--- src/calrtc_map.svh ---
// constants of the calendar clock: selects, field positions, reset values, timing
`ifndef CALRTC_MAP_SVH
`define CALRTC_MAP_SVH
`define CALRTC_BASE_YEAR 2112
`define CALRTC_REF_HZ 100000000
`define CALRTC_OSC_HZ 32768
`define CALRTC_PWRON_LOCK_S 15
`define CALRTC_UNLOCK_LOCK_S 2
`define CALRTC_DST_HOUR 5'h02
`define CALRTC_SEL_CTRL 4'h0
`define CALRTC_SEL_YM 4'h1
`define CALRTC_SEL_DAY 4'h2
`define CALRTC_SEL_HM 4'h3
`define CALRTC_SEL_SEC 4'h4
`define CALRTC_SEL_ALHM 4'h5
`define CALRTC_SEL_ALSEC 4'h6
`define CALRTC_SEL_CDN 4'h7
`define CALRTC_SEL_STAT 4'h8
`define CALRTC_CTL_UNLOCK 1:0
`define CALRTC_CTL_SWCLR 2
`define CALRTC_CTL_BCD 3
`define CALRTC_CTL_DSTOFF 4
`define CALRTC_CTL_CKEN 5
`define CALRTC_CTL_CKSEL 7:6
`define CALRTC_CTL_TAMP 11:8
`define CALRTC_UL_STEP0 2'h0
`define CALRTC_UL_STEP1 2'h1
`define CALRTC_UL_STEP2 2'h3
`define CALRTC_UL_LAST 2'h2
`define CALRTC_SEC_MAX 6'h3b
`define CALRTC_MIN_MAX 6'h3b
`define CALRTC_HOUR_MAX 5'h17
`define CALRTC_MON_MAX 4'hc
`define CALRTC_RST_MON 4'h1
`define CALRTC_RST_DAY 5'h01
`define CALRTC_RST_YEAR 8'h00
`define CALRTC_ST_ALARM 0
`define CALRTC_ST_CDN 1
`define CALRTC_ST_TAMP 2
`endif

--- src/calrtc_pkg.sv ---
// types of the calendar clock
`default_nettype none
package calrtc_pkg;
   typedef enum logic [2:0] {
      LK_LOCKED = 3'h0,
      LK_STEP1 = 3'h1,
      LK_STEP2 = 3'h3,
      LK_STEP3 = 3'h2,
      LK_OPEN = 3'h6
   } calrtc_lock_type;
   typedef enum logic [1:0] {
      CK_NONE = 2'h0,
      CK_ONE_HZ = 2'h1,
      CK_OSC = 2'h2
   } calrtc_clksel_type;
endpackage
`default_nettype wire

--- src/calrtc_tick_if.sv ---
// ticks and tamper result passed from the timebase to the calendar core
`timescale 1ns/1ps
`default_nettype none
interface calrtc_tick_if;
   logic osc_en;
   logic sec_en;
   logic osc_level;
   logic hz_level;
   logic tamper_hit;
   logic [3:0] tamper_filter;
   modport src(output osc_en, sec_en, osc_level, hz_level, tamper_hit, input tamper_filter);
   modport snk(input osc_en, sec_en, osc_level, hz_level, tamper_hit, output tamper_filter);
endinterface
`default_nettype wire

--- src/calrtc_tick.sv ---
// timebase from ref_clk: 32 kHz enables, 1 Hz enable, tamper filter
`timescale 1ns/1ps
`default_nettype none
`include "calrtc_map.svh"
module calrtc_tick #(
   parameter int OSC_PER_SEC = `CALRTC_OSC_HZ
) (
   input wire logic ref_clk,
   input wire logic resetn,
   input wire logic tamper_pin,
   calrtc_tick_if.src tk
);
   localparam logic [27:0] REF_HZ = 28'(`CALRTC_REF_HZ);
   localparam logic [27:0] HALF_INC = 28'(2 * `CALRTC_OSC_HZ);
   localparam logic [15:0] LAST = 16'(OSC_PER_SEC - 1);
   localparam logic [15:0] HALF = 16'(OSC_PER_SEC / 2);
   logic [27:0] acc;
   logic [15:0] cnt;
   logic [3:0] fcnt;
   logic sync1, sync2, taken;
   wire [27:0] sum = acc + HALF_INC;
   wire half_tick = sum >= REF_HZ;
   wire osc_tick = half_tick && tk.osc_level;
   wire fmatch = (tk.tamper_filter == 4'h0) || (tk.osc_en && (fcnt + 4'h1 == tk.tamper_filter));
   // fractional divider, exact on average
   always_ff @(posedge ref_clk) begin
      if (!resetn) begin
         acc <= 28'h0;
         tk.osc_level <= 1'b0;
      end else begin
         acc <= half_tick ? sum - REF_HZ : sum;
         if (half_tick) tk.osc_level <= !tk.osc_level;
      end
   end
   always_ff @(posedge ref_clk) begin
      if (!resetn) begin
         cnt <= 16'h0;
         tk.osc_en <= 1'b0;
         tk.sec_en <= 1'b0;
         tk.hz_level <= 1'b0;
      end else begin
         tk.osc_en <= osc_tick;
         tk.sec_en <= osc_tick && cnt == LAST;
         if (osc_tick) cnt <= (cnt == LAST) ? 16'h0 : cnt + 16'h1;
         tk.hz_level <= cnt < HALF;
      end
   end
   // tamper level accepted after the filter count of oscillator clocks
   always_ff @(posedge ref_clk) begin
      if (!resetn) begin
         sync1 <= 1'b0;
         sync2 <= 1'b0;
         fcnt <= 4'h0;
         taken <= 1'b0;
         tk.tamper_hit <= 1'b0;
      end else begin
         sync1 <= tamper_pin;
         sync2 <= sync1;
         tk.tamper_hit <= 1'b0;
         if (!sync2) begin
            fcnt <= 4'h0;
            taken <= 1'b0;
         end else if (!taken && fmatch) begin
            tk.tamper_hit <= 1'b1;
            taken <= 1'b1;
         end else if (!taken && tk.osc_en) begin
            fcnt <= fcnt + 4'h1;
         end
      end
   end
endmodule // calrtc_tick
`default_nettype wire

--- src/calrtc_core.sv ---
// calendar real-time clock: counters, write lock, controls, clock output
`timescale 1ns/1ps
`default_nettype none
`include "calrtc_map.svh"
// How it works
// - year is a signed offset from base year 2112
// - clock output enable gates the selected clock onto clk_out
// - select 0 gives nothing, 1 the 1 Hz tick, 2 the oscillator clock
// - daylight-saving bit 0 enables automatic adjustment, 1 disables it
// - soft clear bit set clears alarm registers and status flags
// - bcd mode converts time, day and month reads and writes to BCD, year stays binary
// - tamper accepted after filter count of 32 kHz clocks, 0 means at once
// - month runs 1 to 12
// - day runs 1 to 31, bounded by month length
// - hour runs 0 to 23
// - minute runs 0 to 59
// - seconds run 0 to 59, writable alone when unlocked
// - year and month share a register, hour and minute share one
// - countdown value is readable at any time
// - code 10 written while open locks the registers again
// - open after reset, locks by itself after 15 seconds
// - after an unlock, locks by itself two seconds later
module calrtc_core #(
   parameter int OSC_PER_SEC = `CALRTC_OSC_HZ
) (
   input wire logic ref_clk,
   input wire logic resetn,
   input wire logic wr_en,
   input wire logic [3:0] wr_sel,
   input wire logic [15:0] wr_data,
   input wire logic tamper_pin,
   input wire logic [3:0] dst_start_month,
   input wire logic [4:0] dst_start_day,
   input wire logic [3:0] dst_end_month,
   input wire logic [4:0] dst_end_day,
   output logic [15:0] year_month_reg,
   output logic [7:0] day_count_reg,
   output logic [15:0] hour_minute_reg,
   output logic [7:0] seconds_reg,
   output logic [7:0] countdown_reg,
   output logic [15:0] alarm_hm_reg,
   output logic [7:0] alarm_sec_reg,
   output logic [15:0] ctrl_reg,
   output logic [2:0] status_reg,
   output logic unlocked,
   output logic clk_out
);
   localparam logic [3:0] PWRON_TICKS = 4'(`CALRTC_PWRON_LOCK_S * 1);
   localparam logic [3:0] UNLOCK_TICKS = 4'(`CALRTC_UNLOCK_LOCK_S * 1);
   calrtc_tick_if tk();
   calrtc_pkg::calrtc_lock_type lock, next_lock;
   logic [3:0] lock_timer;
   logic [5:0] sec, min;
   logic [4:0] hour, day;
   logic [3:0] mon;
   logic signed [7:0] year;
   logic [7:0] cdn;
   logic [4:0] al_hour;
   logic [5:0] al_min, al_sec;
   logic [2:0] status;
   logic bcd, dst_off, ck_en, dst_done;
   logic [1:0] ck_sel;
   logic [3:0] tamp_ftr;

   function automatic logic is_leap(input logic signed [7:0] off);
      logic [11:0] y;
      y = 12'(`CALRTC_BASE_YEAR + off);
      return (y % 12'h004 == 12'h000) && ((y % 12'h064 != 12'h000) || (y % 12'h190 == 12'h000));
   endfunction
   function automatic logic [4:0] month_days(input logic [3:0] m, input logic signed [7:0] off);
      case (m)
         4'h2: month_days = is_leap(off) ? 5'h1d : 5'h1c;
         4'h4, 4'h6, 4'h9, 4'hb: month_days = 5'h1e;
         default: month_days = 5'h1f;
      endcase
   endfunction
   function automatic logic [6:0] conv_in(input logic [7:0] raw, input logic use_bcd);
      conv_in = use_bcd ? {3'h0, raw[7:4]} * 7'h0a + {3'h0, raw[3:0]} : raw[6:0];
   endfunction
   function automatic logic [7:0] conv_out(input logic [6:0] v, input logic use_bcd);
      conv_out = use_bcd ? {4'(v / 7'h0a), 4'(v % 7'h0a)} : {1'b0, v};
   endfunction

   calrtc_tick #(.OSC_PER_SEC(OSC_PER_SEC)) u_tick (
      .ref_clk(ref_clk),
      .resetn(resetn),
      .tamper_pin(tamper_pin),
      .tk(tk.src)
   );
   assign tk.tamper_filter = tamp_ftr;

   // write decoding
   wire is_open = lock == calrtc_pkg::LK_OPEN;
   wire [1:0] code = wr_data[`CALRTC_CTL_UNLOCK];
   wire ctrl_wr = wr_en && wr_sel == `CALRTC_SEL_CTRL;
   wire ok = wr_en && is_open;
   wire w_ctrl = ok && wr_sel == `CALRTC_SEL_CTRL;
   wire w_ym = ok && wr_sel == `CALRTC_SEL_YM;
   wire w_day = ok && wr_sel == `CALRTC_SEL_DAY;
   wire w_hm = ok && wr_sel == `CALRTC_SEL_HM;
   wire w_sec = ok && wr_sel == `CALRTC_SEL_SEC;
   wire w_alhm = ok && wr_sel == `CALRTC_SEL_ALHM;
   wire w_alsec = ok && wr_sel == `CALRTC_SEL_ALSEC;
   wire w_cdn = ok && wr_sel == `CALRTC_SEL_CDN;
   wire w_stat = wr_en && wr_sel == `CALRTC_SEL_STAT;
   wire soft_clr = w_ctrl && wr_data[`CALRTC_CTL_SWCLR];
   wire [6:0] in_lo = conv_in(wr_data[7:0], bcd);
   wire [6:0] in_hi = conv_in(wr_data[15:8], bcd);

   // calendar cascade
   wire [4:0] dim = month_days(mon, year);
   wire min_step = tk.sec_en && sec == `CALRTC_SEC_MAX;
   wire hour_step = min_step && min == `CALRTC_MIN_MAX;
   wire day_step = hour_step && hour == `CALRTC_HOUR_MAX;
   wire mon_step = day_step && day == dim;
   wire year_step = mon_step && mon == `CALRTC_MON_MAX;
   wire dst_hour = hour == `CALRTC_DST_HOUR - 5'h01;
   wire dst_fwd = !dst_off && hour_step && dst_hour && mon == dst_start_month
      && day == dst_start_day;
   wire dst_back = !dst_off && hour_step && dst_hour && mon == dst_end_month
      && day == dst_end_day && !dst_done;
   wire [5:0] next_sec = w_sec ? in_lo[5:0] : !tk.sec_en ? sec
      : (sec == `CALRTC_SEC_MAX) ? 6'h00 : sec + 6'h01;
   wire [5:0] next_min = w_hm ? in_lo[5:0] : !min_step ? min
      : (min == `CALRTC_MIN_MAX) ? 6'h00 : min + 6'h01;
   wire [4:0] next_hour = w_hm ? in_hi[4:0] : !hour_step ? hour
      : dst_fwd ? `CALRTC_DST_HOUR + 5'h01 : dst_back ? hour
      : (hour == `CALRTC_HOUR_MAX) ? 5'h00 : hour + 5'h01;
   wire [4:0] next_day = w_day ? in_lo[4:0] : !day_step ? day
      : (day == dim) ? 5'h01 : day + 5'h01;
   wire [3:0] next_mon = w_ym ? in_lo[3:0] : !mon_step ? mon
      : (mon == `CALRTC_MON_MAX) ? 4'h1 : mon + 4'h1;
   wire signed [7:0] next_year = w_ym ? wr_data[15:8] : year_step ? year + 8'sh01 : year;
   wire cdn_step = min_step && cdn != 8'h00 && !w_cdn;
   wire alarm_hit = tk.sec_en && {next_hour, next_min, next_sec} == {al_hour, al_min, al_sec};
   wire [2:0] st_set = {tk.tamper_hit, cdn_step && cdn == 8'h01, alarm_hit};
   wire [2:0] st_clr = soft_clr ? 3'h7 : w_stat ? wr_data[2:0] : 3'h0;
   wire clk_sel_out = (ck_sel == calrtc_pkg::CK_ONE_HZ) ? tk.hz_level
      : (ck_sel == calrtc_pkg::CK_OSC) ? tk.osc_level : 1'b0;

   // unlock sequence
   always_comb begin
      next_lock = lock;
      unique case (lock)
         calrtc_pkg::LK_OPEN:
            if ((ctrl_wr && code == `CALRTC_UL_LAST)
               || (tk.sec_en && lock_timer == 4'h1)) next_lock = calrtc_pkg::LK_LOCKED;
         calrtc_pkg::LK_LOCKED:
            if (ctrl_wr && code == `CALRTC_UL_STEP0) next_lock = calrtc_pkg::LK_STEP1;
         calrtc_pkg::LK_STEP1:
            if (ctrl_wr) next_lock = (code == `CALRTC_UL_STEP1) ? calrtc_pkg::LK_STEP2
               : (code == `CALRTC_UL_STEP0) ? calrtc_pkg::LK_STEP1 : calrtc_pkg::LK_LOCKED;
         calrtc_pkg::LK_STEP2:
            if (ctrl_wr) next_lock = (code == `CALRTC_UL_STEP2) ? calrtc_pkg::LK_STEP3
               : (code == `CALRTC_UL_STEP0) ? calrtc_pkg::LK_STEP1 : calrtc_pkg::LK_LOCKED;
         calrtc_pkg::LK_STEP3:
            if (ctrl_wr) next_lock = (code == `CALRTC_UL_LAST) ? calrtc_pkg::LK_OPEN
               : (code == `CALRTC_UL_STEP0) ? calrtc_pkg::LK_STEP1 : calrtc_pkg::LK_LOCKED;
         default:
            next_lock = calrtc_pkg::LK_LOCKED;
      endcase
   end

   always_ff @(posedge ref_clk) begin
      if (!resetn) begin
         lock <= calrtc_pkg::LK_OPEN;
         lock_timer <= PWRON_TICKS;
      end else begin
         lock <= next_lock;
         if (next_lock == calrtc_pkg::LK_OPEN && lock != calrtc_pkg::LK_OPEN)
            lock_timer <= UNLOCK_TICKS;
         else if (is_open && tk.sec_en && lock_timer != 4'h0)
            lock_timer <= lock_timer - 4'h1;
      end
   end

   always_ff @(posedge ref_clk) begin
      if (!resetn) begin
         sec <= 6'h00;
         min <= 6'h00;
         hour <= 5'h00;
         day <= `CALRTC_RST_DAY;
         mon <= `CALRTC_RST_MON;
         year <= `CALRTC_RST_YEAR;
         dst_done <= 1'b0;
      end else begin
         sec <= next_sec;
         min <= next_min;
         hour <= next_hour;
         day <= next_day;
         mon <= next_mon;
         year <= next_year;
         if (day_step) dst_done <= 1'b0;
         else if (dst_back) dst_done <= 1'b1;
      end
   end

   always_ff @(posedge ref_clk) begin
      if (!resetn) begin
         cdn <= 8'h00;
         al_hour <= 5'h00;
         al_min <= 6'h00;
         al_sec <= 6'h00;
         status <= 3'h0;
      end else begin
         if (w_cdn) cdn <= wr_data[7:0];
         else if (cdn_step) cdn <= cdn - 8'h01;
         if (soft_clr) begin
            al_hour <= 5'h00;
            al_min <= 6'h00;
            al_sec <= 6'h00;
         end else begin
            if (w_alhm) al_hour <= in_hi[4:0];
            if (w_alhm) al_min <= in_lo[5:0];
            if (w_alsec) al_sec <= in_lo[5:0];
         end
         status <= (status & ~st_clr) | st_set;
      end
   end

   always_ff @(posedge ref_clk) begin
      if (!resetn) begin
         bcd <= 1'b0;
         dst_off <= 1'b0;
         ck_en <= 1'b0;
         ck_sel <= calrtc_pkg::CK_NONE;
         tamp_ftr <= 4'h0;
      end else if (w_ctrl) begin
         bcd <= wr_data[`CALRTC_CTL_BCD];
         dst_off <= wr_data[`CALRTC_CTL_DSTOFF];
         ck_en <= wr_data[`CALRTC_CTL_CKEN];
         ck_sel <= wr_data[`CALRTC_CTL_CKSEL];
         tamp_ftr <= wr_data[`CALRTC_CTL_TAMP];
      end
   end

   // registered read views
   always_ff @(posedge ref_clk) begin
      if (!resetn) begin
         year_month_reg <= 16'h0000;
         day_count_reg <= 8'h00;
         hour_minute_reg <= 16'h0000;
         seconds_reg <= 8'h00;
         countdown_reg <= 8'h00;
         alarm_hm_reg <= 16'h0000;
         alarm_sec_reg <= 8'h00;
         ctrl_reg <= 16'h0000;
         status_reg <= 3'h0;
         unlocked <= 1'b0;
         clk_out <= 1'b0;
      end else begin
         year_month_reg <= {year, conv_out({3'h0, mon}, bcd)};
         day_count_reg <= conv_out({2'h0, day}, bcd);
         hour_minute_reg <= {conv_out({2'h0, hour}, bcd), conv_out({1'b0, min}, bcd)};
         seconds_reg <= conv_out({1'b0, sec}, bcd);
         countdown_reg <= cdn;
         alarm_hm_reg <= {conv_out({2'h0, al_hour}, bcd), conv_out({1'b0, al_min}, bcd)};
         alarm_sec_reg <= conv_out({1'b0, al_sec}, bcd);
         ctrl_reg <= {4'h0, tamp_ftr, ck_sel, ck_en, dst_off, bcd, 3'h0};
         status_reg <= status;
         unlocked <= is_open;
         clk_out <= ck_en && clk_sel_out;
      end
   end

   wire quiet = !ok;
endmodule // calrtc_core
`default_nettype wire

--- config.mk ---
export PLATFORM = sky130hd
export DESIGN_NAME = calrtc_core
export DESIGN_NICKNAME = d
export VERILOG_FILES = /design/src/calrtc_pkg.sv /design/src/calrtc_tick_if.sv /design/src/calrtc_tick.sv /design/src/calrtc_core.sv
export VERILOG_INCLUDE_DIRS = /design/src
export SDC_FILE = /design/constraint.sdc
export NUM_CORES = 1
export LEC_CHECK = 0
export BUFFER_PORTS_ARGS = -buffer_cell sky130_fd_sc_hd__buf_2
export CELL_PAD_IN_SITES_DETAIL_PLACEMENT = 1
export CELL_PAD_IN_SITES_GLOBAL_PLACEMENT = 1
export CORE_ASPECT_RATIO = 1.75
export CORE_MARGIN = 10
export CORE_UTILIZATION = 47
export DETAILED_ROUTE_END_ITERATION = 8
export GPL_TIMING_DRIVEN = 0
export PLACE_DENSITY = 0.95
export REMOVE_ABC_BUFFERS = 1
export SLEW_MARGIN = 20
export SYNTH_ARGS = -nofsm -noshare
export SYNTH_HDL_FRONTEND = slang
export SYNTH_SLANG_ARGS = --single-unit
--- constraint.sdc ---
create_clock -name ref_clk -period 7.2 [get_ports ref_clk]
set_input_delay 0.36 -clock ref_clk [delete_from_list [all_inputs] [get_ports ref_clk]]
set_output_delay 0.36 -clock ref_clk [all_outputs]
set_load 0.01 [all_outputs]
# After elaboration in Yosys (flattened, before gate mapping)

Cells that the tools add are included.

Input bits: 42
Output and inout port bits: 101
Register bits: 236
Logic and storage cells: 252

Add/sub/neg operators: 15
Multipliers: 2
Eq/ne operators: 39
Reduce and logical (&&, ||, !) cells: 70
Mux-type cells: 52
Bitwise logic cells: 5
Magnitude comparators: 2
Div/mod/pow operators: 18

Operator list:

| cell                                                                                  | count |
|---|---|
| 6-bit 2-to-1 mux                                                                      | 11 |
| 5-bit 2-to-1 mux                                                                      | 12 |
| 1-bit logical AND                                                                     | 41 |
| 8-bit 2-to-1 mux                                                                      | 4 |
| 3-bit 2-to-1 mux                                                                      | 10 |
| 28-bit by 17-bit adder with 28-bit output, second input constant                      | 1 |
| 6-bit by 4-bit divider with 7-bit output, second input constant                       | 4 |
| 28-bit by 27-bit greater-or-equal comparator with 1-bit output, second input constant | 1 |
| 6-bit by 4-bit modulo with 7-bit output, second input constant                        | 4 |
| 28-bit 2-to-1 mux                                                                     | 1 |
| 28-bit by 27-bit subtractor with 28-bit output, second input constant                 | 1 |
| 4-bit by 3-bit equality test with 1-bit output, second input constant                 | 6 |
| 12-bit logical NOT                                                                    | 2 |
| 4-bit 2-to-1 mux                                                                      | 6 |
| 5-bit by 4-bit divider with 7-bit output, second input constant                       | 3 |
| 5-bit by 4-bit modulo with 7-bit output, second input constant                        | 3 |
| 17-bit equality test                                                                  | 1 |
| 16-bit by 1-bit adder with 16-bit output, second input constant                       | 1 |
| 16-bit by 15-bit equality test with 1-bit output, second input constant               | 1 |
| 4-bit equality test, second input constant                                            | 4 |
| 16-bit by 15-bit < comparator with 1-bit output, second input constant                | 1 |
| 16-bit 2-to-1 mux                                                                     | 1 |
| 5-bit equality test                                                                   | 3 |
| 3-bit case mux with 5 select lines                                                    | 1 |
| 46 further kinds                                                                      | 80 |

# Logic depth before layout (Yosys ltp)

Gate-level depths: netlist of run 1.

Depth in word-level cells: 15
Mapped depth: 17
Mapped depth without buffers: 14

# Cells and area by module

From an unflattened synthesis of run 1, not the netlist that was laid out.

Cell total of the unflattened synthesis: 1564
Area, all modules: 12743.5 sq um

By module, submodules not included:

| module      | instances | cells an instance | area each (sq um) | sequential area each (sq um) |
|---|---|---|---|---|
| calrtc_core | 1         | 1247              | 9998.3            | 3203.1 |
| calrtc_tick | 1         | 317               | 2745.1            | 960.9 |

# Worst setup path before layout of run 1

OpenSTA, ideal clock, no wires.

Path type: register to register
From: register year[6]
To: register day[0]
Slack: 3.843 ns
Path buffers: 1
Library setup time: 0.116 ns
Arrival: 3.241 ns
Period minus slack after synthesis: 3.357 ns
Cell stages (with the launch flop): 14
Required time: 7.084 ns
Cell sequence: dfxtp_1 buf_2 inv_1 ha_1 nor2b_1 and3_1 a311o_1 a2bb2oi_1 or3_4 a211oi_2 mux2i_1 a31oi_1 a211o_1 a31o_1

Cells in the longest elaborated chain, start to end: 11
Elaborated cells on any way between the ends: 13
Classes of those cells: add/sub (1); div (2); eq/ne (1); mux (5); reduce/logical (4)

RTL lines:

| element                                                                                                | RTL line           | RTL |
|---|---|---|
| start: declaration                                                                                     | calrtc_core.sv:56  | `logic signed [7:0] year;` |
| start signal: assignment                                                                               | calrtc_core.sv:184 | `` year <= `CALRTC_RST_YEAR; `` |
| start signal: assignment                                                                               | calrtc_core.sv:192 | `year <= next_year;` |
| 12-bit by 8-bit adder with 12-bit output (no source line) (*)                                          | --                 |  |
| 12-bit by 7-bit modulo with 12-bit output or 12-bit by 9-bit modulo with 12-bit output (tied branches) | calrtc_core.sv:68  | `return (y % 12'h004 == 12'h000) && ((y % 12'h064 != 12'h000) \|\| (y % 12'h190 == 12'h000));` |
| 12-bit nonzero test or 12-bit logical NOT (tied branches)                                              | calrtc_core.sv:68  |  |
| 1-bit logical OR (*)                                                                                   | calrtc_core.sv:68  |  |
| 1-bit logical AND (*)                                                                                  | calrtc_core.sv:68  |  |
| 1-bit 2-to-1 mux (*)                                                                                   | calrtc_core.sv:72  | `4'h2: month_days = is_leap(off) ? 5'h1d : 5'h1c;` |
| 2-bit case mux with 2 select lines (*)                                                                 | calrtc_core.sv:71  | `case (m)` |
| 5-bit equality test (*)                                                                                | calrtc_core.sv:130 | `: (day == dim) ? 5'h01 : day + 5'h01;` |
| 5-bit 2-to-1 mux (*)                                                                                   | calrtc_core.sv:130 |  |
| 5-bit 2-to-1 mux (*) (2 in a row)                                                                      | calrtc_core.sv:129 | `wire [4:0] next_day = w_day ? in_lo[4:0] : !day_step ? day` |
| end signal: assignment                                                                                 | calrtc_core.sv:182 | `` day <= `CALRTC_RST_DAY; `` |
| end signal: assignment                                                                                 | calrtc_core.sv:190 | `day <= next_day;` |
| end: declaration                                                                                       | calrtc_core.sv:54  | `logic [4:0] hour, day;` |

Every way passes the cells marked *; elsewhere a longest branch is shown, timed or not. The select of a mux whose other input is x is not followed.
A chain may end at the register's enable or synchronous reset.

# Worst setup path after layout of run 1

From: register year[6]
To: register mon[1]

Cells in the longest elaborated chain, start to end: 10
Elaborated cells on any way between the ends: 12
Classes of those cells: add/sub (1); div (2); eq/ne (1); mux (2); reduce/logical (6)

RTL lines:

| element                                                                                                | RTL line           | RTL |
|---|---|---|
| 12-bit by 8-bit adder with 12-bit output (no source line) (*)                                          | --                 |  |
| 12-bit by 7-bit modulo with 12-bit output or 12-bit by 9-bit modulo with 12-bit output (tied branches) | calrtc_core.sv:68  |  |
| 12-bit nonzero test or 12-bit logical NOT (tied branches)                                              | calrtc_core.sv:68  |  |
| 1-bit logical OR (*)                                                                                   | calrtc_core.sv:68  |  |
| 1-bit logical AND (*)                                                                                  | calrtc_core.sv:68  |  |
| 1-bit 2-to-1 mux (*)                                                                                   | calrtc_core.sv:72  |  |
| 2-bit case mux with 2 select lines (*)                                                                 | calrtc_core.sv:71  |  |
| 5-bit equality test (*)                                                                                | calrtc_core.sv:115 | `wire mon_step = day_step && day == dim;` |
| 1-bit logical AND (*)                                                                                  | calrtc_core.sv:115 |  |
| 2-bit nonzero test (no source line) (*)                                                                | --                 |  |
| end signal: assignment                                                                                 | calrtc_core.sv:183 | `` mon <= `CALRTC_RST_MON; `` |
| end signal: assignment                                                                                 | calrtc_core.sv:191 | `mon <= next_mon;` |
| end: declaration                                                                                       | calrtc_core.sv:55  | `logic [3:0] mon;` |

Every way passes the cells marked *; elsewhere a longest branch is shown, timed or not.

==> out/summary.md, run 1 <==
No sink is reached through more buffers than the 3 on the longest clock path. The time the worst path needs with I/O delays and setup is 4.896 ns. The first detailed-routing pass ran for 6 iterations. The run gives 21 as the CTS buffer count. The largest total area in the synthesized netlist belongs to sky130_fd_sc_hd__dfxtp_1.

The tools report the HPWL after detailed placement as 28.51 mm. In the post-synthesis netlist, the cell with the most instances is sky130_fd_sc_hd__nor2_1. The top-area cell type share of the netlist area is 0.3394, and the total count of hold-check failures in the final report is 0.

The number of fill cells was 3172. Setup violations remaining at the end of the flow were counted as 0. During I/O placement, the number of pins put on the boundary was 143. The slew at the pin with the worst max-slew slack was 0.9356 ns. Post-detailed-route via-to-cell ratio: 6.028. The total negative slack was 0 ns.

The tools report the clock skew after layout as 0.01918 ns. STA classifies the critical path endpoint as a register. The total number of vias is 11.70k. Dividing total power by cell area gives a power density of 191.4 nW/um^2.

After clock tree synthesis, the setup repair step added 0 buffers. The register with the most flip-flops in the final layout is u_tick.acc. Summed over all cells, the static leakage comes to 0.005509 uW. From bottom edge to top edge, the die measures 233.7 um. At the later pin of the worst-skew pair, clock insertion delay measures 0.53 ns. The tightest slew margin relative to the limit came out at 0.3584. The critical path is of the register to register type. The root buffer cell chosen for the clock tree is sky130_fd_sc_hd__clkbuf_16. The post-route fraction of the period consumed by the critical path is 0.6800. Global routing finished with a remaining overflow of 0. The relative area change from synthesis to final layout was 10.89%; the total routing resource utilization after global routing was 0.2352. For the number of synthesis warnings, the log shows 0. For the worst setup path, the data arrival time is 5.25 ns. For the worst voltage drop across the vdd grid, the log shows 128.1 uV. For the highest achievable clock rate, the log shows 204.2 MHz. After the last flow step, the layout net total stands at 1711. The clock edge transition at the registers on the reported setup and hold paths was 0.06 ns.

The register with the most flip-flops in the layout has 20 of them. For the final max-slew violation count, the log shows 0. At the end of routability-driven placement, the weighted congestion stood at 0.8698. Setup repair after global routing left no endpoint under its margin.

Main flop type after synthesis: sky130_fd_sc_hd__dfxtp_1. The flow ran to the end, and the final reports show no timing, DRC or antenna violations. The floorplan step set the die width to 142.1 um. Counting flops and latches in the post-synthesis netlist gives 208.

In the post-synthesis netlist, the biggest area contributors are sky130_fd_sc_hd__dfxtp_1 34%, sky130_fd_sc_hd__nor2_1 6.7%, sky130_fd_sc_hd__ha_1 6.4%. The via count of the first global-routing pass was 12.39k; the maximum fanout along the worst path was 30. The number of flops mapped to enable cells by yosys is 0.

Class of the tightest hold or removal check: primary input to register. For this design, the sink count on the clock tree is 208. In the final layout, the registers with the most flip-flops are u_tick.acc x20, u_tick.cnt x16. The floorplan step defined a die boundary enclosing 33220 um^2. Entering global routing, the biggest net connects 65 pins. The share of synthesized registers carrying an async set or reset was 0; the area of the mapped netlist was 12270 um^2. After detailed routing, the average wire length per cell comes to 21.05 um. The run gives 0 as the number of buffers added to fix hold violations after cts. TritonCTS built the clock tree.

The routed design has 40.85 mm of wire. The startpoint type of the worst setup path is a register. The setup check on the worst reg-to-reg path leaves a slack of 2.30 ns.

The sequential element share of the synthesized area came out at 0.3394. By count the netlist is led by 220 x sky130_fd_sc_hd__nor2_1, 208 x sky130_fd_sc_hd__dfxtp_1, 116 x sky130_fd_sc_hd__nand2_1. The area of the multi-input gates was 7397 um^2; the placeable core region was 25860 um^2. Total of cells resized after clock tree synthesis: 0.

The run gives 64.65 mm as the wire length of the first global-routing pass. The detailed router finished its first iteration with 550 violations. The instance count of the mapped netlist was 1546; the total DRC errors in the routed layout was 0. The cell row count came out at 78. The mean cell area of the mapped netlist works out to 7.936 um^2. The number of port buffers was 122. STA puts the critical path data required time at 7.55 ns. The initial core utilization came out at 0.4744. The H-tree depth came out at 1. The number of antenna violations at the first check in global routing came out at 2. Post-place setup slack: 2.495 ns. Once routing completed, OpenROAD measured the worst setup slack at 2.304 ns.

The proportion of layout cells with a drive suffix above 1 works out to 0.1150. The number of distinct library cell variants in the gate-level netlist after synthesis is 92. Once detail routing completed, the nets flagged for antenna violations numbered 0. The tool flagged a number of max-cap violations equal to 0. In the final layout, flip-flops and latches occupy 4165 um^2.
==> logic make-up (layout without fill, tap and decap cells) <==
| logic type | after synthesis | count (layout) | synth area share |
|---|---|---|---|
| compound gates | 332 | 332 | 0.1720 |
| xor+xnor | 127 | 127 | 0.09066 |
| fa+ha+maj | 66 | 66 | 0.06833 |
| buf+inv | 177 | 229 | 0.06445 |
| flops | 208 | 208 | 0.3394 |
| mux | 28 | 28 | 0.02305 |
| other cells | 1 | 24 | 0.0003056 |
| simple gates | 607 | 607 | 0.2418 |
==> path summary, 6_finish.rpt <==
check / from / end / cells after the start
worst max-delay path: year[6]$_SDFFE_PN0P_ / mon[1]$_SDFFE_PN0P_ / 12
worst max register to register: year[6]$_SDFFE_PN0P_ / mon[1]$_SDFFE_PN0P_ / 12
worst min-delay path: tamper_pin / u_tick.sync1$_SDFF_PN0_ / 2
worst min register to register: u_tick.taken$_SDFFE_PN0P_ / u_tick.tk.tamper_hit$_SDFF_PN0_ / 1
==> power breakdown <==
| part | internal, uW | switching (uW) | total (uW) | leakage, uW |
|---|---|---|---|---|
| clock | 668 | 501 | 1170 | 0.000351 |
| sequential | 1170 | 26.1 | 1200 | 0.00168 |
| combinational | 88.5 | 151 | 240 | 0.00348 |
==> per-stage QoR <==
step	std cells	total power, uW	hold WS [ns]	cell area [um^2]	utilization
2_1_floorplan	1457	1362	0.3986	11810	-
5_1_grt	1940	2684	0.05313	13600	0.5260
3_3_place_gp	1899	1436	0.4070	12820	0.4957
3_5_place_dp	1901	1451	0.4226	12880	0.4979
4_1_cts	1937	2605	0.03989	13580	0.5253
6_report	1941	2604	0.05187	13610	0.5261
==> critical path: stages (launching register included) <==
cell	delay (ns)
sky130_fd_sc_hd__dfxtp_1	0.91
sky130_fd_sc_hd__inv_1	0.33
sky130_fd_sc_hd__ha_1	0.62
sky130_fd_sc_hd__and4b_1	0.34
sky130_fd_sc_hd__o211ai_1	0.46
sky130_fd_sc_hd__a211oi_1	0.19
sky130_fd_sc_hd__or3_4	0.42
sky130_fd_sc_hd__a211oi_2	0.22
sky130_fd_sc_hd__mux2i_1	0.41
sky130_fd_sc_hd__mux2i_1	0.19
sky130_fd_sc_hd__nor2_2	0.30
sky130_fd_sc_hd__mux2i_1	0.24
sky130_fd_sc_hd__a21oi_1	0.10
==> cell type report <==
| type | count | share of cell area |
|---|---|---|
| Multi-Input combinational cell | 1180 | 0.5437 |
| Sequential cell | 208 | 0.3061 |
| Timing Repair Buffer | 124 | 0.04856 |
| Clock buffer | 28 | 0.04497 |
| Tap cell | 320 | 0.02943 |
| Inverter | 69 | 0.01940 |
| Clock inverter | 8 | 0.007081 |
| Antenna cell | 4 | 0.0007357 |
==> metal layers <==
metal  part of all wire  GRT usage  up-vias
met1               0.35     0.2327     5725
met5                  0          0        -
met3              0.055    0.03828      168
li1                   -          -     5414
met4              0.063     0.1490        0
met2               0.53     0.4402      393
==> cell usage in the layout, fill, tap and decap left out, drive strengths merged, types with 36 or more instances in the layout <==
cell,instances
nor2,222
dfxtp,208
buf,124
nand2,117
a21oi,108
xnor2,90
o21ai,76
inv,68
ha,63
nand3,41
and2,41
nor3,38
xor2,37
a211oi,36
No activity file was read; power rests on OpenSTA's default activity.
==> run 2, diff against run 1 <==
- CORE_UTILIZATION: 47 -> 40
- PLACE_DENSITY: 0.95 -> 0.89
- clock period: 7.2 -> 4 ns (I/O delays scaled with it)
==> run 2 against run 1 <==
  * Total power up 84%
  * Via count down 0.70%
  * Critical path depth up 1
  * Register-to-register slack worse by 2.1 ns
  * Combinational power up 85%
  * Sequential share of layout area down 0.61 points
  * Die area up 15%
  * Global-route usage down 3.9 points
  * Design area up 2.1%
  * Largest power group is now the clock network
==> out/summary.md, run 2 (synthesis gave the netlist of run 1 again) <==
The leakage power summed over all cells came out at 0.005588 uW (+1.4%). The run gives 0 (unchanged) as the final setup violation count. The count of clock tree sinks is 208 (unchanged), and the maximum number of pins on one net before global-route repair is 65 (unchanged). The slack of the worst reg-to-reg path was 0.21 ns (-2.10 ns); the total routing resource utilization after global routing was 0.1957 (-0.03949).

The highest achievable clock rate is 263.6 MHz (+29%). The slew at the pin with the worst max-slew slack was 1.037 ns (+0.1013 ns). The proportion of layout cells with a drive suffix above 1 was 0.1225 (+0.007521). The run gives 0.02229 ns (+0.003112 ns) as the clock skew after layout. The average wire length per cell after detail routing is 19.71 um (-6.3%), and the number of cell instances on the worst register-to-register path is 13 (+1). More flip-flops sit in one register than any other, and that register is u_tick.acc. The tools report the post-placement cell area as 12960 um^2 (+0.65%). The clock latency on the worst-skew pair is 0.53 ns (about the same). The post-route fraction of the period consumed by the critical path was 0.9483 (+0.2683); the post-detailed-route via-to-cell ratio was 5.751 (-4.6%). Number of port buffers: 122 (unchanged). The tools report the capturing point of the worst reg2reg path as mon[1]$_SDFFE_PN0P_.

The root buffer cell chosen for the clock tree is sky130_fd_sc_hd__clkbuf_16. The time the worst path needs with I/O delays and setup was 3.793 ns (-1.103 ns); the cell area after layout was 13900 um^2 (+2.1%). The flip-flop count of the largest register after layout was 20 (unchanged); the final design utilization was 0.4607 (-0.06540).

The logs give 4.36 ns (-3.19 ns) for the worst path required time and 1968 (+3.5%) for the number of cells in the design after placement. The library cells used most frequently in the layout, excluding fill and tap cells, are 220 x sky130_fd_sc_hd__nor2_1, 206 x sky130_fd_sc_hd__dfxtp_1, 121 x sky130_fd_sc_hd__buf_2. For the count of max-cap constraint violations, the log shows 0 (unchanged). The run gives 1 (unchanged) as the H-tree depth. The library cell used most frequently in the layout, excluding fill and tap cells, is sky130_fd_sc_hd__nor2_1.

The wire length of the first global-routing pass was 63.62 mm (-1.6%). The flow ran to the end, and the final reports show no timing, DRC or antenna violations. The post-route non-filler standard cell count is 2020 (+4.1%). The clock edge transition at the registers on the reported setup and hold paths came out at 0.07 ns (about the same). The CTS buffer count was 22 (+4.8%). The category of the worst setup path capture point is a register. The maximum fanout along the worst path was 24 (-20%). The final net count is 1724 (+0.76%), and the detailed router's first-iteration violation count is 564 (+2.5%).

For the placeable core region, the log shows 30160 um^2 (+17%). The startpoint identified for the worst register-to-register timing path is year[6]$_SDFFE_PN0P_. The data arrival time of the critical path is 4.15 ns (-1.10 ns).

The placer's final routability congestion estimate is 0.8758 (+0.69%), and the overall die area is 38350 um^2 (+15%). The tightest slew margin relative to the limit is 0.2890 (-0.06945), and the HPWL after detailed placement is 28.44 mm (-0.24%). The vertical die dimension came out at 251.7 um (+7.7%). The largest registers in the layout are u_tick.acc x20, u_tick.cnt x16. The category of the critical setup timing path is register to register. The logs give 0 (unchanged) for the total DRC errors in the routed layout and 0 (unchanged) for the total count of hold-check failures in the final report. The capturing instance or port of the critical path is mon[1]$_SDFFE_PN0P_. The cell row count is 84 (+7.7%), and the number of fill cells is 3706 (+17%). The tools report the final max-slew violation count as 0 (unchanged). The initial core utilization is 0.4068 (-0.06765), and the ratio of total power to cell area is 345.0 nW/um^2 (+80%). The tools report the launching instance or port of the critical path as year[6]$_SDFFE_PN0P_. The tools report the I/O pin count as 143 (unchanged). The via count of the first global-routing pass is 12.60k (+1.7%), and the deepest clock path buffer count is 3 (unchanged). The number of antenna violations at the first check in global routing is 0 (-2). The relative area change from synthesis to final layout is 13.26%, and the worst voltage drop across the vdd grid is 260.0 uV (+100%).

Number of detailed-route iterations in the first pass: 4 (-2). TritonCTS built the clock tree. The startpoint type of the worst setup path was a register. Setup repair after global routing left no endpoint under its margin.

The tools report the total congestion overflow after global routing as 0 (unchanged). The total number of vias is 11.62k (-0.70%). Class of the tightest hold or removal check: primary input to register.

The number of routed nets with antenna violations came out at 0 (unchanged). The total detailed-routing wirelength is 39.82 mm (-2.5%), and the horizontal die dimension is 152.4 um (+7.2%).
## run 2: how the worst min path moves through the flow
stage / startpoint / end / cells after the start
5_1_grt: wr_data[10] / year[2]$_SDFFE_PN0P_ / 3
4_1_cts: wr_data[10] / year[2]$_SDFFE_PN0P_ / 3
2_1_floorplan: resetn / lock[2]$_SDFF_PN1_ / 1
3_5_place_dp: u_tick.taken$_SDFFE_PN0P_ / u_tick.tk.tamper_hit$_SDFF_PN0_ / 1
3_3_place_gp: u_tick.taken$_SDFFE_PN0P_ / u_tick.tk.tamper_hit$_SDFF_PN0_ / 1
6_report: wr_data[10] / year[2]$_SDFFE_PN0P_ / 3
## run 2: repair_timing
action                                  in CTS  in global routing
hold endpoints to repair                     7                  0
endpoints found under the setup margin      20                 23
pin swaps                                    0                  2
gates resized for setup                      9                  3
buffers inserted                             0                  6
hold buffers                                 6                  0
## run 2: area by class of cell
class / count / area (um^2) / area share
Antenna cell: 1 / 2.502 / 0.0001801
Sequential cell: 208 / 4169 / 0.3000
Multi-Input combinational cell: 1180 / 7445 / 0.5357
Tap cell: 387 / 484.2 / 0.03485
Clock buffer: 27 / 610.6 / 0.04394
Inverter: 69 / 267.8 / 0.01927
Clock inverter: 12 / 147.6 / 0.01062
Timing Repair Buffer: 136 / 769.5 / 0.05538
## run 2: power breakdown
group          internal, uW  switching (uW)  total [uW]
logic                   169             275         443
registers              2100            47.6        2150
clock network          1280             914        2200
total                  3560            1240        4790
## run 2: critical path, stage by stage (launching register included)
cell	delay, ns
sky130_fd_sc_hd__dfxtp_4	0.46
sky130_fd_sc_hd__clkinvlp_4	0.24
sky130_fd_sc_hd__ha_4	0.30
sky130_fd_sc_hd__o21bai_2	0.23
sky130_fd_sc_hd__and3_1	0.21
sky130_fd_sc_hd__a311o_1	0.34
sky130_fd_sc_hd__a2bb2oi_1	0.15
sky130_fd_sc_hd__or3_4	0.39
sky130_fd_sc_hd__a211oi_2	0.25
sky130_fd_sc_hd__mux2i_2	0.34
sky130_fd_sc_hd__mux2i_1	0.14
sky130_fd_sc_hd__nor2_2	0.28
sky130_fd_sc_hd__mux2i_1	0.22
sky130_fd_sc_hd__a21oi_1	0.08
## run 2: per-layer routing
layer,GRT usage,vias to the layer above,wire (um)
met5,0,-,0
met4,0.1195,0,2185
met3,0.02896,135,1695
met2,0.3796,321,21610
met1,0.1888,5732,14330
li1,-,5430,-
## run 2: per-stage QoR
| stage | hold slack, ns | total power (uW) | setup TNS (ns) | setup slack, ns |
|---|---|---|---|---|
| after floorplan | 0.2718 | 2451 | 0 | 0.08984 |
| after global placement | 0.4096 | 2588 | -5.771 | -0.6155 |
| after detailed placement | 0.4228 | 2618 | -5.717 | -0.7134 |
| after CTS | 0.003358 | 4818 | 0 | 0.03115 |
| after global routing | 0.03841 | 4960 | 0 | 0.01595 |
| final | 0.01763 | 4793 | 0 | 0.2068 |
